## src/common/coef_addr_cfg.svh

```systemverilog
// Constants of the coefficient and absolute address generator.
// Assumes a 25 MHz CPU clock and a decoder on the same clock.
//
// Contract
// - Coefficient addressing reuses pointer indirect generation
// - Offered to FIR, MPY, MAC, MAS, moves
// - Dual operands plus coefficient fetched one cycle
// - Dual multiply shares one coefficient operand
// - Double coefficient fetched as one 32-bit access
// - Single operand times low and high halves
// - Long operand words pair with coefficient halves
// - Qualifier 98 double coefficient only in dual access
// - 16-bit coefficient moves use data buses
// - 32-bit moves split words across buses
// - Coefficient read bus reaches internal memory only
// - Circular mode adds coefficient buffer start
// - Pointer arithmetic is 23 bits wide
// - Plain operand leaves pointer unchanged
// - Post-increment adds one or two
// - Post-decrement subtracts one or two
// - Bit access steps one, bit pair two
// - Indexed add uses temp or extended aux
// - Short absolute two bytes, long three
// - Absolute operand never issued in parallel
// - Short absolute is page high plus constant
// - Absolute supports single and long words
`ifndef COEF_ADDR_CFG_SVH
`define COEF_ADDR_CFG_SVH

`define ADDR_W 23
`define WORD_W 16
`define PAGE_HI_W 7
`define QUAL_SHARED 8'h98
`define SHORT_EXT_BYTES 3'h2
`define LONG_EXT_BYTES 3'h3
`define PTR_RESET 23'h000000
`define STEP_SINGLE 23'h000001
`define STEP_DOUBLE 23'h000002
`define INTERNAL_LIMIT 23'h010000
`define CLK_PERIOD_NS 40

`endif

```

## src/common/coef_addr_pkg.sv

```systemverilog
// Types of the coefficient and absolute address generator.
// Assumes the constants header is compiled alongside.
package coef_addr_pkg;

    typedef enum logic [2:0] {
        OP_PLAIN = 3'b000,
        OP_POST_INC = 3'b001,
        OP_POST_DEC = 3'b010,
        OP_POST_INDEX = 3'b011,
        OP_ABS_SHORT = 3'b100,
        OP_ABS_LONG = 3'b101
    } operand_mode_t;

    typedef enum logic [1:0] {
        SZ_WORD = 2'b00,
        SZ_LONG = 2'b01,
        SZ_BIT = 2'b10,
        SZ_BIT_PAIR = 2'b11
    } access_size_t;

    typedef enum logic [1:0] {
        USE_OPERAND = 2'b00,
        USE_MOVE_READ = 2'b01,
        USE_MOVE_WRITE = 2'b10
    } coef_use_t;

endpackage

```

## src/coef_step_calc.sv

```systemverilog
// Pointer step and circular address offset for coefficient addressing.
// Assumes purely combinational use by the main generator.
`timescale 1ns/100ps
`default_nettype none
`include "coef_addr_cfg.svh"

module coef_step_calc
    import coef_addr_pkg::*;
#(
    parameter int AW = `ADDR_W
) (
    // Operand
    input wire coef_addr_pkg::operand_mode_t mode_in,
    input wire coef_addr_pkg::access_size_t size_in,
    input wire logic [AW-1:0] pointer_in,
    input wire logic [`WORD_W-1:0] index_in,
    input wire logic circular_in,
    input wire logic [`WORD_W-1:0] buffer_start_in,
    // Results
    output logic [AW-1:0] address_out,
    output logic [AW-1:0] pointer_next_out
);
    import coef_addr_pkg::*;

    logic [AW-1:0] step;
    logic [AW-1:0] index_ext;

    // Double accesses and bit pairs step by two
    assign step = (size_in == SZ_LONG || size_in == SZ_BIT_PAIR) ?
        AW'(`STEP_DOUBLE) : AW'(`STEP_SINGLE);
    // Sign extension to full pointer width
    assign index_ext = {{(AW-`WORD_W){index_in[`WORD_W-1]}}, index_in};

    // Buffer start only in circular mode
    assign address_out = circular_in ?
        AW'(pointer_in + {{(AW-`WORD_W){1'b0}}, buffer_start_in}) :
        pointer_in;

    always_comb begin
        case (mode_in)
            OP_POST_INC: pointer_next_out = AW'(pointer_in + step);
            OP_POST_DEC: pointer_next_out = AW'(pointer_in - step);
            OP_POST_INDEX: pointer_next_out = AW'(pointer_in + index_ext);
            default: pointer_next_out = pointer_in;
        endcase
    end
endmodule // coef_step_calc

`default_nettype wire

```

## src/abs_addr_calc.sv

```systemverilog
// Absolute address forming from instruction extension constants.
// Assumes the decoder has gathered the extension bytes already.
`timescale 1ns/100ps
`default_nettype none
`include "coef_addr_cfg.svh"

module abs_addr_calc
    import coef_addr_pkg::*;
#(
    parameter int AW = `ADDR_W
) (
    // Operand
    input wire logic long_form_in,
    input wire logic [`WORD_W-1:0] short_abs_constant_in,
    input wire logic [AW-1:0] long_abs_constant_in,
    input wire logic [`PAGE_HI_W-1:0] data_page_high_in,
    // Results
    output logic [AW-1:0] address_out,
    output logic [AW-1:0] address_second_out
);
    // Page high joined to the short constant
    assign address_out = long_form_in ? long_abs_constant_in :
        {data_page_high_in, short_abs_constant_in};
    // Second word of a long access sits one above
    assign address_second_out = AW'(address_out + AW'(1));
endmodule // abs_addr_calc

`default_nettype wire

```

## src/coef_absolute_address_gen.sv

```systemverilog
// Coefficient pointer and absolute address generator of the DSP CPU.
// Assumes a decoder issuing one request pulse per instruction on clk_in.
//
`timescale 1ns/100ps
`default_nettype none
`include "coef_addr_cfg.svh"

module coef_absolute_address_gen
    import coef_addr_pkg::*;
#(
    parameter int AW = `ADDR_W
) (
    // Clock and reset
    input wire logic clk_in,
    input wire logic rst_b_in,
    // Pointer load from the register file
    input wire logic pointer_load_in,
    input wire logic [AW-1:0] pointer_load_value_in,
    // Status and auxiliary state
    input wire logic circular_cfg_in,
    input wire logic legacy_compat_bit_in,
    input wire logic [`WORD_W-1:0] coef_buffer_start_in,
    input wire logic [`WORD_W-1:0] temp_reg_zero_in,
    input wire logic [AW-1:0] extended_aux_reg_zero_in,
    input wire logic [`PAGE_HI_W-1:0] data_page_high_in,
    // Decoder request
    input wire logic req_in,
    input wire coef_addr_pkg::operand_mode_t mode_in,
    input wire coef_addr_pkg::access_size_t size_in,
    input wire coef_addr_pkg::coef_use_t use_in,
    input wire logic dual_access_in,
    input wire logic [7:0] qualifier_in,
    input wire logic parallel_req_in,
    input wire logic [2:0] ext_bytes_in,
    input wire logic [`WORD_W-1:0] short_abs_constant_in,
    input wire logic [AW-1:0] long_abs_constant_in,
    // Coefficient read bus
    output logic coef_read_bus_req_out,
    output logic coef_read_bus_double_out,
    output logic [AW-1:0] coef_read_bus_addr_out,
    // Data buses
    output logic primary_read_bus_req_out,
    output logic [AW-1:0] primary_read_bus_addr_out,
    output logic second_read_bus_req_out,
    output logic [AW-1:0] second_read_bus_addr_out,
    output logic first_write_bus_req_out,
    output logic [AW-1:0] first_write_bus_addr_out,
    output logic second_write_bus_req_out,
    output logic [AW-1:0] second_write_bus_addr_out,
    // Decode and status
    output logic double_coef_operand_out,
    output logic mmap_qualifier_out,
    output logic reject_out,
    output logic external_coef_err_out,
    output logic [AW-1:0] extended_coef_pointer_out
);
    import coef_addr_pkg::*;

    // ------------------------------------------------------------
    // Address arithmetic
    // ------------------------------------------------------------
    logic [AW-1:0] extended_coef_pointer_reg;
    logic [AW-1:0] coef_addr;
    logic [AW-1:0] pointer_next;
    logic [AW-1:0] abs_addr;
    logic [AW-1:0] abs_addr_hi;
    logic [`WORD_W-1:0] index_value;
    logic is_abs;
    logic is_long;
    logic abs_bad;
    logic accept;
    logic coef_on_bus;
    logic qual_shared;

    // Index source picked by the compatibility bit
    assign index_value = legacy_compat_bit_in ?
        extended_aux_reg_zero_in[`WORD_W-1:0] : temp_reg_zero_in;

    // Same generator serves every pointer operand form
    coef_step_calc #(
        .AW(AW)
    ) u_step (
        .mode_in(mode_in),
        .size_in(size_in),
        .pointer_in(extended_coef_pointer_reg),
        .index_in(index_value),
        .circular_in(circular_cfg_in),
        .buffer_start_in(coef_buffer_start_in),
        .address_out(coef_addr),
        .pointer_next_out(pointer_next)
    );

    abs_addr_calc #(
        .AW(AW)
    ) u_abs (
        .long_form_in(mode_in == OP_ABS_LONG),
        .short_abs_constant_in(short_abs_constant_in),
        .long_abs_constant_in(long_abs_constant_in),
        .data_page_high_in(data_page_high_in),
        .address_out(abs_addr),
        .address_second_out(abs_addr_hi)
    );

    assign is_abs = (mode_in == OP_ABS_SHORT) || (mode_in == OP_ABS_LONG);
    assign is_long = (size_in == SZ_LONG);
    // Wrong extension length or a parallel issue is refused
    assign abs_bad = is_abs && (parallel_req_in ||
        (mode_in == OP_ABS_SHORT && ext_bytes_in != `SHORT_EXT_BYTES) ||
        (mode_in == OP_ABS_LONG && ext_bytes_in != `LONG_EXT_BYTES));
    assign accept = req_in && !abs_bad;
    assign coef_on_bus = accept && !is_abs && (use_in == USE_OPERAND);
    assign qual_shared = (qualifier_in == `QUAL_SHARED);

    // ------------------------------------------------------------
    // Pointer register
    // ------------------------------------------------------------
    // Update lands after the address is latched, so the next
    // instruction sees it; a load from software wins over stepping.
    always_ff @(posedge clk_in or negedge rst_b_in) begin
        if (!rst_b_in) begin
            extended_coef_pointer_reg <= `PTR_RESET;
        end else if (pointer_load_in) begin
            extended_coef_pointer_reg <= pointer_load_value_in;
        end else if (accept && !is_abs) begin
            extended_coef_pointer_reg <= pointer_next;
        end
    end

    always_ff @(posedge clk_in or negedge rst_b_in) begin
        if (!rst_b_in) begin
            extended_coef_pointer_out <= `PTR_RESET;
        end else if (pointer_load_in) begin
            extended_coef_pointer_out <= pointer_load_value_in;
        end else if (accept && !is_abs) begin
            extended_coef_pointer_out <= pointer_next;
        end
    end

    // ------------------------------------------------------------
    // Coefficient read bus
    // ------------------------------------------------------------
    // One access per cycle carries the coefficient beside the two
    // dual operands; a double operand takes both halves at once.
    always_ff @(posedge clk_in or negedge rst_b_in) begin
        if (!rst_b_in) begin
            coef_read_bus_req_out <= 1'b0;
            coef_read_bus_double_out <= 1'b0;
            coef_read_bus_addr_out <= '0;
        end else begin
            coef_read_bus_req_out <= coef_on_bus;
            coef_read_bus_double_out <= coef_on_bus && is_long;
            coef_read_bus_addr_out <= coef_on_bus ? coef_addr : '0;
        end
    end

    // Bus has no path off chip; flag a fetch outside internal memory
    always_ff @(posedge clk_in or negedge rst_b_in) begin
        if (!rst_b_in) begin
            external_coef_err_out <= 1'b0;
        end else begin
            external_coef_err_out <= coef_on_bus &&
                (coef_addr >= AW'(`INTERNAL_LIMIT));
        end
    end

    // ------------------------------------------------------------
    // Qualifier decode
    // ------------------------------------------------------------
    always_ff @(posedge clk_in or negedge rst_b_in) begin
        if (!rst_b_in) begin
            double_coef_operand_out <= 1'b0;
            mmap_qualifier_out <= 1'b0;
        end else begin
            double_coef_operand_out <= accept && qual_shared &&
                dual_access_in;
            mmap_qualifier_out <= accept && qual_shared &&
                !dual_access_in;
        end
    end

    always_ff @(posedge clk_in or negedge rst_b_in) begin
        if (!rst_b_in) begin
            reject_out <= 1'b0;
        end else begin
            reject_out <= req_in && abs_bad;
        end
    end

    // ------------------------------------------------------------
    // Data read buses
    // ------------------------------------------------------------
    // Moves of coefficients avoid the coefficient bus; long reads put
    // the low word on the primary bus and the high word on the second.
    always_ff @(posedge clk_in or negedge rst_b_in) begin
        if (!rst_b_in) begin
            primary_read_bus_req_out <= 1'b0;
            primary_read_bus_addr_out <= '0;
            second_read_bus_req_out <= 1'b0;
            second_read_bus_addr_out <= '0;
        end else begin
            primary_read_bus_req_out <= 1'b0;
            primary_read_bus_addr_out <= '0;
            second_read_bus_req_out <= 1'b0;
            second_read_bus_addr_out <= '0;
            if (accept && is_abs) begin
                primary_read_bus_req_out <= 1'b1;
                primary_read_bus_addr_out <= abs_addr;
                second_read_bus_req_out <= is_long;
                second_read_bus_addr_out <= is_long ? abs_addr_hi : '0;
            end else if (accept && use_in == USE_MOVE_READ) begin
                primary_read_bus_req_out <= 1'b1;
                primary_read_bus_addr_out <= coef_addr;
                second_read_bus_req_out <= is_long;
                second_read_bus_addr_out <= is_long ?
                    AW'(coef_addr + AW'(1)) : '0;
            end
        end
    end

    // ------------------------------------------------------------
    // Write buses
    // ------------------------------------------------------------
    always_ff @(posedge clk_in or negedge rst_b_in) begin
        if (!rst_b_in) begin
            first_write_bus_req_out <= 1'b0;
            first_write_bus_addr_out <= '0;
            second_write_bus_req_out <= 1'b0;
            second_write_bus_addr_out <= '0;
        end else begin
            first_write_bus_req_out <= 1'b0;
            first_write_bus_addr_out <= '0;
            second_write_bus_req_out <= 1'b0;
            second_write_bus_addr_out <= '0;
            if (accept && !is_abs && use_in == USE_MOVE_WRITE) begin
                first_write_bus_req_out <= 1'b1;
                first_write_bus_addr_out <= coef_addr;
                second_write_bus_req_out <= is_long;
                second_write_bus_addr_out <= is_long ?
                    AW'(coef_addr + AW'(1)) : '0;
            end
        end
    end

    // ------------------------------------------------------------
    // Checks
    // ------------------------------------------------------------
    property p_post_inc_long;
        @(posedge clk_in) disable iff (!rst_b_in)
        (accept && !pointer_load_in && mode_in == OP_POST_INC &&
         size_in == SZ_LONG)
        |=> extended_coef_pointer_reg ==
            AW'($past(extended_coef_pointer_reg) + AW'(2));
    endproperty
    a_post_inc_long: assert property (p_post_inc_long)
        else $error("post increment long did not add two");

    property p_post_dec_word;
        @(posedge clk_in) disable iff (!rst_b_in)
        (accept && !pointer_load_in && mode_in == OP_POST_DEC &&
         size_in == SZ_WORD)
        |=> extended_coef_pointer_reg ==
            AW'($past(extended_coef_pointer_reg) - AW'(1));
    endproperty
    a_post_dec_word: assert property (p_post_dec_word)
        else $error("post decrement word did not subtract one");

    property p_plain_keeps;
        @(posedge clk_in) disable iff (!rst_b_in)
        (req_in && !pointer_load_in && mode_in == OP_PLAIN)
        |=> $stable(extended_coef_pointer_reg);
    endproperty
    a_plain_keeps: assert property (p_plain_keeps)
        else $error("plain operand changed the pointer");

    property p_linear_addr;
        @(posedge clk_in) disable iff (!rst_b_in)
        (coef_on_bus && !circular_cfg_in)
        |=> coef_read_bus_addr_out == $past(extended_coef_pointer_reg);
    endproperty
    a_linear_addr: assert property (p_linear_addr)
        else $error("linear coefficient address not the pointer");

    property p_parallel_abs;
        @(posedge clk_in) disable iff (!rst_b_in)
        (req_in && is_abs && parallel_req_in)
        |=> reject_out && !primary_read_bus_req_out;
    endproperty
    a_parallel_abs: assert property (p_parallel_abs)
        else $error("absolute operand issued in parallel");

    property p_move_no_coef_bus;
        @(posedge clk_in) disable iff (!rst_b_in)
        (req_in && use_in != USE_OPERAND)
        |=> !coef_read_bus_req_out;
    endproperty
    a_move_no_coef_bus: assert property (p_move_no_coef_bus)
        else $error("coefficient move used the coefficient bus");

    property p_short_abs;
        @(posedge clk_in) disable iff (!rst_b_in)
        (accept && mode_in == OP_ABS_SHORT)
        |=> primary_read_bus_addr_out ==
            {$past(data_page_high_in), $past(short_abs_constant_in)};
    endproperty
    a_short_abs: assert property (p_short_abs)
        else $error("short absolute address wrong");

    property p_long_pair;
        @(posedge clk_in) disable iff (!rst_b_in)
        (accept && use_in == USE_MOVE_WRITE && !is_abs && is_long)
        |=> second_write_bus_addr_out ==
            AW'(first_write_bus_addr_out + AW'(1));
    endproperty
    a_long_pair: assert property (p_long_pair)
        else $error("long write halves not adjacent");
endmodule // coef_absolute_address_gen

`default_nettype wire

```

## config.mk

```make
export PLATFORM = sky130hd
export DESIGN_NAME = coef_absolute_address_gen
export DESIGN_NICKNAME = d
export VERILOG_FILES = /design/src/common/coef_addr_pkg.sv /design/src/coef_step_calc.sv /design/src/abs_addr_calc.sv /design/src/coef_absolute_address_gen.sv
export VERILOG_INCLUDE_DIRS = /design/src /design/src/common
export SDC_FILE = /design/constraint.sdc
export NUM_CORES = 1
export LEC_CHECK = 0
export BUFFER_PORTS_ARGS = -buffer_cell sky130_fd_sc_hd__buf_2
export CAP_MARGIN = 20
export CORE_MARGIN = 8
export CORE_UTILIZATION = 23
export CTS_CLUSTER_SIZE = 40
export DETAILED_ROUTE_END_ITERATION = 12
export PLACE_DENSITY = 0.49
export SYNTH_ARGS = -nofsm -noshare
export SYNTH_HDL_FRONTEND = slang
export SYNTH_SLANG_ARGS = --single-unit
```

## constraint.sdc

```tcl
create_clock -name clk_in -period 5 [get_ports clk_in]
set_input_delay 1 -clock clk_in [delete_from_list [all_inputs] [get_ports clk_in]]
set_output_delay 1 -clock clk_in [all_outputs]
set_load 0.005 [all_outputs]
```

* Word level (Yosys, flattened, before mapping)
Cells that the tools add are included.
** Storage, ports and cells
- Bits in registers :: 148
- Bits in latches :: 0
- Bits in writable memories :: 0
- Memory bits (read-only) :: 0
- Input port bits :: 150
- Output and inout bits :: 148
- Logic and storage cells :: 83
- Memories :: 0
** Operators by class
- Add/subtract/negate cells :: 6
- Multiply operators :: 0
- Div/mod/pow operators :: 0
- $lt $le $gt $ge :: 1
- Eq/ne operators :: 13
- Shift-type cells :: 0
- Muxes and demuxes :: 22
- Bitwise gates (word level) :: 0
- Reductions and logical operators :: 25
** Operators by type and width (count)
- $mux 23 :: 13
- $pmux 23 s3 :: 1
- $add 23x1->23 const B :: 2
- $add 23x23->23 :: 2
- $add 23x16->23 :: 1
- $ge 23x17->1 const B :: 1
- $sub 23x23->23 :: 1
- $mux 16 :: 1
- $logic_and 1x1->1 :: 15
- $eq 8x8->1 const B :: 1
- $eq 3x2->1 const B :: 2
- $eq 3x3->1 const B :: 2
- $mux 1 :: 6
- $ne 3x2->1 const B :: 2
- $ne 5x2->1 const B :: 1
- $eq 2x1->1 const B :: 2
- $eq 2x2->1 const B :: 2
- $logic_or 1x1->1 :: 4
- $eq 3x1->1 const B :: 1
- $logic_not 1->1 :: 3
- $logic_not 2->1 :: 1
- $mux 2 :: 1
- $reduce_and 2->1 :: 1
- $reduce_bool 2->1 :: 1

* Longest topological paths before layout
- Word-level depth :: 10
- Mapped depth :: 16
- Gate-level depth less buffers :: 14

* By module
Synthesis repeated with hierarchy kept, for this count alone.
** Second synthesis, totals
- Cell total of the unflattened synthesis :: 1053
- Area, all modules :: 9658.0 sq um
** Modules (own cells, without submodules)
- coef_absolute_address_gen :: times used 1, cells each 507, area an instance 5989.5 sq um, seq. area each 3703.6 sq um
- coef_step_calc :: times used 1, cells each 418, area an instance 2751.4 sq um, seq. area each 0.0 sq um
- abs_addr_calc :: times used 1, cells each 128, area an instance 917.1 sq um, seq. area each 0.0 sq um

* Worst setup path before layout
OpenSTA, ideal clock, no wires.
- Path kind :: input -> register
- From :: input legacy_compat_bit_in
- To :: register extended_coef_pointer_out[22]
- Setup time :: 0.131 ns
- Data arrival time :: 4.694 ns
- Required time :: 4.869 ns
- Path slack :: 0.175 ns
- Stages :: 14
- Path buffers :: 2
- Cells stage by stage :: clkbuf_1 -> buf_1 -> mux2i_1 -> mux2i_1 -> ha_1 -> fa_1 -> a211o_1 -> a21oi_1 -> o21ai_0 -> a2bb2oi_1 -> o311ai_0 -> a2111oi_0 -> a211oi_1 -> or3_1
** Between the ends
- Cells in the longest elaborated chain, start to end :: 5
** Ends and longest elaborated chain
- start: declaration :: RTL line coef_absolute_address_gen.sv:21 : input wire logic legacy_compat_bit_in,
- $mux 16 :: RTL line coef_absolute_address_gen.sv:76 : assign index_value = legacy_compat_bit_in ?
- $add 23x23->23 :: RTL line coef_step_calc.sv:43 : OP_POST_INDEX: pointer_next_out = AW'(pointer_in + index_ext);
- $pmux 23 s3 :: RTL line coef_step_calc.sv:40 : case (mode_in)
- $mux 23 :: RTL line coef_absolute_address_gen.sv:134 : end else if (accept && !is_abs) begin
- $mux 23 :: RTL line coef_absolute_address_gen.sv:132 : end else if (pointer_load_in) begin
- end signal: assignment :: RTL line coef_absolute_address_gen.sv:131 : extended_coef_pointer_out <= `PTR_RESET;
- end signal: assignment :: RTL line coef_absolute_address_gen.sv:133 : extended_coef_pointer_out <= pointer_load_value_in;
- end signal: assignment :: RTL line coef_absolute_address_gen.sv:135 : extended_coef_pointer_out <= pointer_next;
- end: declaration :: RTL line coef_absolute_address_gen.sv:55 : output logic [AW-1:0] extended_coef_pointer_out
Every way passes these cells. The select of a mux whose other input is x is not followed.
A chain may end at the register's enable or synchronous reset.

* Worst setup path in the final report
- From :: input coef_buffer_start_in[0]
- To :: register second_read_bus_addr_out[20]
** Between the ends
- Cells in the longest elaborated chain, start to end :: 6
** Ends and longest elaborated chain
- start: declaration :: RTL line coef_absolute_address_gen.sv:22 : input wire logic [`WORD_W-1:0] coef_buffer_start_in,
- $add 23x16->23 :: RTL line coef_step_calc.sv:36 : AW'(pointer_in + {{(AW-`WORD_W){1'b0}}, buffer_start_in}) :
- $mux 23 :: RTL line coef_step_calc.sv:35 : assign address_out = circular_in ?
- $add 23x1->23 :: RTL line coef_absolute_address_gen.sv:215 : AW'(coef_addr + AW'(1)) : '0;
- $mux 23 :: RTL line coef_absolute_address_gen.sv:214 : second_read_bus_addr_out <= is_long ?
- $mux 23 :: RTL line coef_absolute_address_gen.sv:210 : end else if (accept && use_in == USE_MOVE_READ) begin
- $mux 23 :: RTL line coef_absolute_address_gen.sv:205 : if (accept && is_abs) begin
- end signal: assignment :: RTL line coef_absolute_address_gen.sv:209 : second_read_bus_addr_out <= is_long ? abs_addr_hi : '0;
- end signal: assignment :: RTL line coef_absolute_address_gen.sv:214
- end: declaration :: RTL line coef_absolute_address_gen.sv:45 : output logic [AW-1:0] second_read_bus_addr_out,
Every way passes these cells.

==> results.json <==
{
  "switching_share_pct": 33.82,
  "dpl.hpwl_mm": 27.73,
  "skew_ns": 0.01535,
  "met1_usage_pct": 19.89,
  "fin_tns_setup_ns": 0,
  "drt_iter0_markers": 463,
  "relSlewSlack_pct": 18.38,
  "status": "finished, final reports clean",
  "tightest_slew_ns": 1.224,
  "start_util_pct": 23.35,
  "critical_path.max_fanout": 7,
  "final_nets": 1432,
  "crit_buf_inv": 1,
  "cts_num_sinks": 148,
  "required_ns": 5.36,
  "cts_buffers": 17,
  "synth-seq-cells": 148,
  "htree_levels": 4,
  "clkTransAtPathRegs_ns": 0.07,
  "async_flop_share_pct": 100.0,
  "synth.top_cells.by_count": "dfrtp_1, nor2_1, nand2_1, a21oi_1, mux2i_1",
  "fin_crit_ns": 4.160,
  "critical_path_class": "primary input to flip-flop",
  "drive_gt1_share_pct": 31.52,
  "cts_tree": "done",
  "grt_remaining_overflow": 0,
  "clkLatencyLatePin_ns": 0.46,
  "detail_route.vias_per_cell": 4.722,
  "critPathCaptureType": "flip-flop",
  "worst_path_largest_cell_delay_ns": 0.70,
  "r2r_slack_ns": 1.06,
  "ctsResizeCount": 0,
  "grt_max_degree": 96,
  "crit_arrival_ns": 4.52,
  "die_area_um2": 44650,
  "wire_per_inst_um": 19.85,
  "startpoint_type": "primary input",
  "fmax_mhz": 240.4,
  "seq_area_frac_synth_pct": 42.21,
  "crit_family": "simple AND/OR/NAND/NOR gates",
  "io_buffers": 290,
  "holdWs_ns": 0.6529,
  "fillers": 4002,
  "synth_edf_count": 0,
  "synth_top_area_cell": "dfrtp_1",
  "critPathSlowestCell": "or4b_1",
  "die_w_um": 211.3,
  "drtPass1Iterations": 5,
  "row_count": 71,
  "coreArea_um2": 37580,
  "area.growth.synth_to_final_pct": 32.19,
  "netlist.area_leader.share_pct": 42.21,
  "cts_buffer_depth": 2,
  "synthCells": 934,
  "holdBufCountCts": 0,
  "drv_cap": 0,
  "p_seq_share_pct": 36.2,
  "clkPwrFrac_pct": 36.0,
  "syn_avg_cell_area_um2": 9.393,
  "power_mw": 3.619,
  "yosys-top-cells-area": "dfrtp_1, ha_1, mux2i_1",
  "globalRouteMet3Util_pct": 4.348,
  "rsz0062_at_grt": "false",
  "grt_pass1_vias": 8683,
  "hold_violations": 0,
  "switchingPower_mw": 1.224,
  "cts-root-buf": "clkbuf_16",
  "drv_slew": 0,
  "ys.flop_type": "dfrtp_1",
  "internal_power_mw": 2.395,
  "comb_power_share_pct": 27.8,
  "setup_viol_count_final": 0,
  "grt_pass1_wl_mm": 52.44,
  "syn-cell-area_um2": 8773,
  "ir_drop_mv": 0.2410,
  "wl_mm": 35.07,
  "hold_path_class": "primary input to asynchronous set/reset pin",
  "power_density_nw_per_um2": 312.1,
  "yosysWarnings": 0,
  "place_ws_ns": 0.3673,
  "cp_cell_sequence": "buf_2, ha_1, fa_1, a211oi_1, o21ai_0, xor2_1, mux2i_1, or4b_1, nor3_2, nand4b_2, o31a_1, o31ai_1",
  "period_share_pct": 83.19,
  "ant_nets": 0,
  "yosysMostFrequentCell": "dfrtp_1",
  "setup_ws_ns": 0.8404,
  "grt_usage_pct": 15.47,
  "boundaryPins": 298,
  "drc": 0,
  "die_h_um": 211.3,
  "grtUsageMet2_pct": 24.85,
  "p_leak_nw": 5.793,
  "antenna_found_initial": 7,
  "yosysUniqueCellTypes": 79,
  "gp_congestion": 0.8605,
  "num_vias": 8344,
  "mappedNetlistNets": 1126,
  "grt_busiest_layer": "met2",
  "post-cts-setup-buffer-count": 0
}
[power groups by stage]
stage                     clock (mW)  sequential, mW  combinational (mW)
after global routing            1.40            1.32                1.12
after floorplan                    0            1.32               0.590
after detailed placement           0            1.33                1.01
final                           1.30            1.31                1.01
after global placement             0            1.33                1.01
after CTS                       1.34            1.31                1.02
[registers in the layout (all words and copies together), names as in the netlist, 23 cells and up]
| signal | count |
|---|---|
| coef_read_bus_addr_out | 23 |
| extended_coef_pointer_out | 23 |
| first_write_bus_addr_out | 23 |
| primary_read_bus_addr_out | 23 |
| second_read_bus_addr_out | 23 |
| second_write_bus_addr_out | 23 |
[layout by cell type, fill, tap and decap left out, drive strengths merged, types with 5 or more instances in the layout]
cell type | netlist | final
nor3b | 5 | 5
or2 | 9 | 9
dfrtp | 148 | 148
nand4 | 5 | 5
nor2b | 8 | 8
mux2 | 5 | 5
o31a | 5 | 5
a21oi | 64 | 64
o31ai | 10 | 10
or3 | 8 | 8
mux2i | 48 | 48
o21ai | 35 | 35
nand2 | 71 | 71
inv | 22 | 26
and3 | 5 | 5
nor2 | 116 | 116
clkbuf | 34 | 18
and2 | 5 | 5
nor3 | 24 | 24
xor2 | 23 | 23
xnor2 | 40 | 40
a31oi | 7 | 7
nor4 | 6 | 6
o211ai | 11 | 11
a211oi | 7 | 7
o21a | 12 | 12
clkinv | 0 | 6
buf | 8 | 329
nand3 | 29 | 29
o22ai | 41 | 41
ha | 40 | 40
a21o | 23 | 23
nand2b | 7 | 7
[area by class of cell]
cell class                 instances  area (um2)  share of cell area, %
inverter                          22       82.58                 0.7120
antenna                            3       7.507                0.06473
clock buffer                      18       429.2                  3.701
sequential                       148        3704                  31.93
clock inverter                    14       151.4                  1.305
timing repair buffer             329        1750                  15.09
multi-input combinational        722        4833                  41.68
tap                              511       639.4                  5.513
[metrics by stage]
stage | std cells | area, um2 | util (%)
floorplan | 934 | 8773 | -
global placement | 1732 | 11010 | 29.30
detailed placement | 1732 | 11010 | 29.30
CTS | 1764 | 11590 | 30.84
global route | 1766 | 11590 | 30.86
finish | 1767 | 11600 | 30.86
[cell families after synthesis]
kind of cell	share of synthesized area, %
adder cells (fa/ha/maj)	6.161
AO/OA/AOI/OAI	19.11
multiplexers	6.118
flip-flops	42.21
buffers and inverters	2.824
AND/OR/NAND/NOR	17.20
XOR/XNOR	6.375
[metal layers]
metal	up-vias	wire [um]
met1	3977	15690
li1	4009	-
met5	-	62
met4	10	690
met2	302	16060
met3	46	2562
[final timing paths]
path / startpoint / depth (start not counted) / to
max: coef_buffer_start_in[0] / 12 / second_read_bus_addr_out[20]
min: rst_b_in / 1 / second_write_bus_req_out
max reg2reg: extended_coef_pointer_out[0] / 11 / second_read_bus_addr_out[20]
min reg2reg: extended_coef_pointer_out[9] / 2 / extended_coef_pointer_out[9]
max in group asynchronous: rst_b_in / 2 / coef_read_bus_addr_out[2]
min in group clk_in: extended_coef_pointer_out[9] / 2 / extended_coef_pointer_out[9]
No activity file was read; power rests on OpenSTA's default activity.
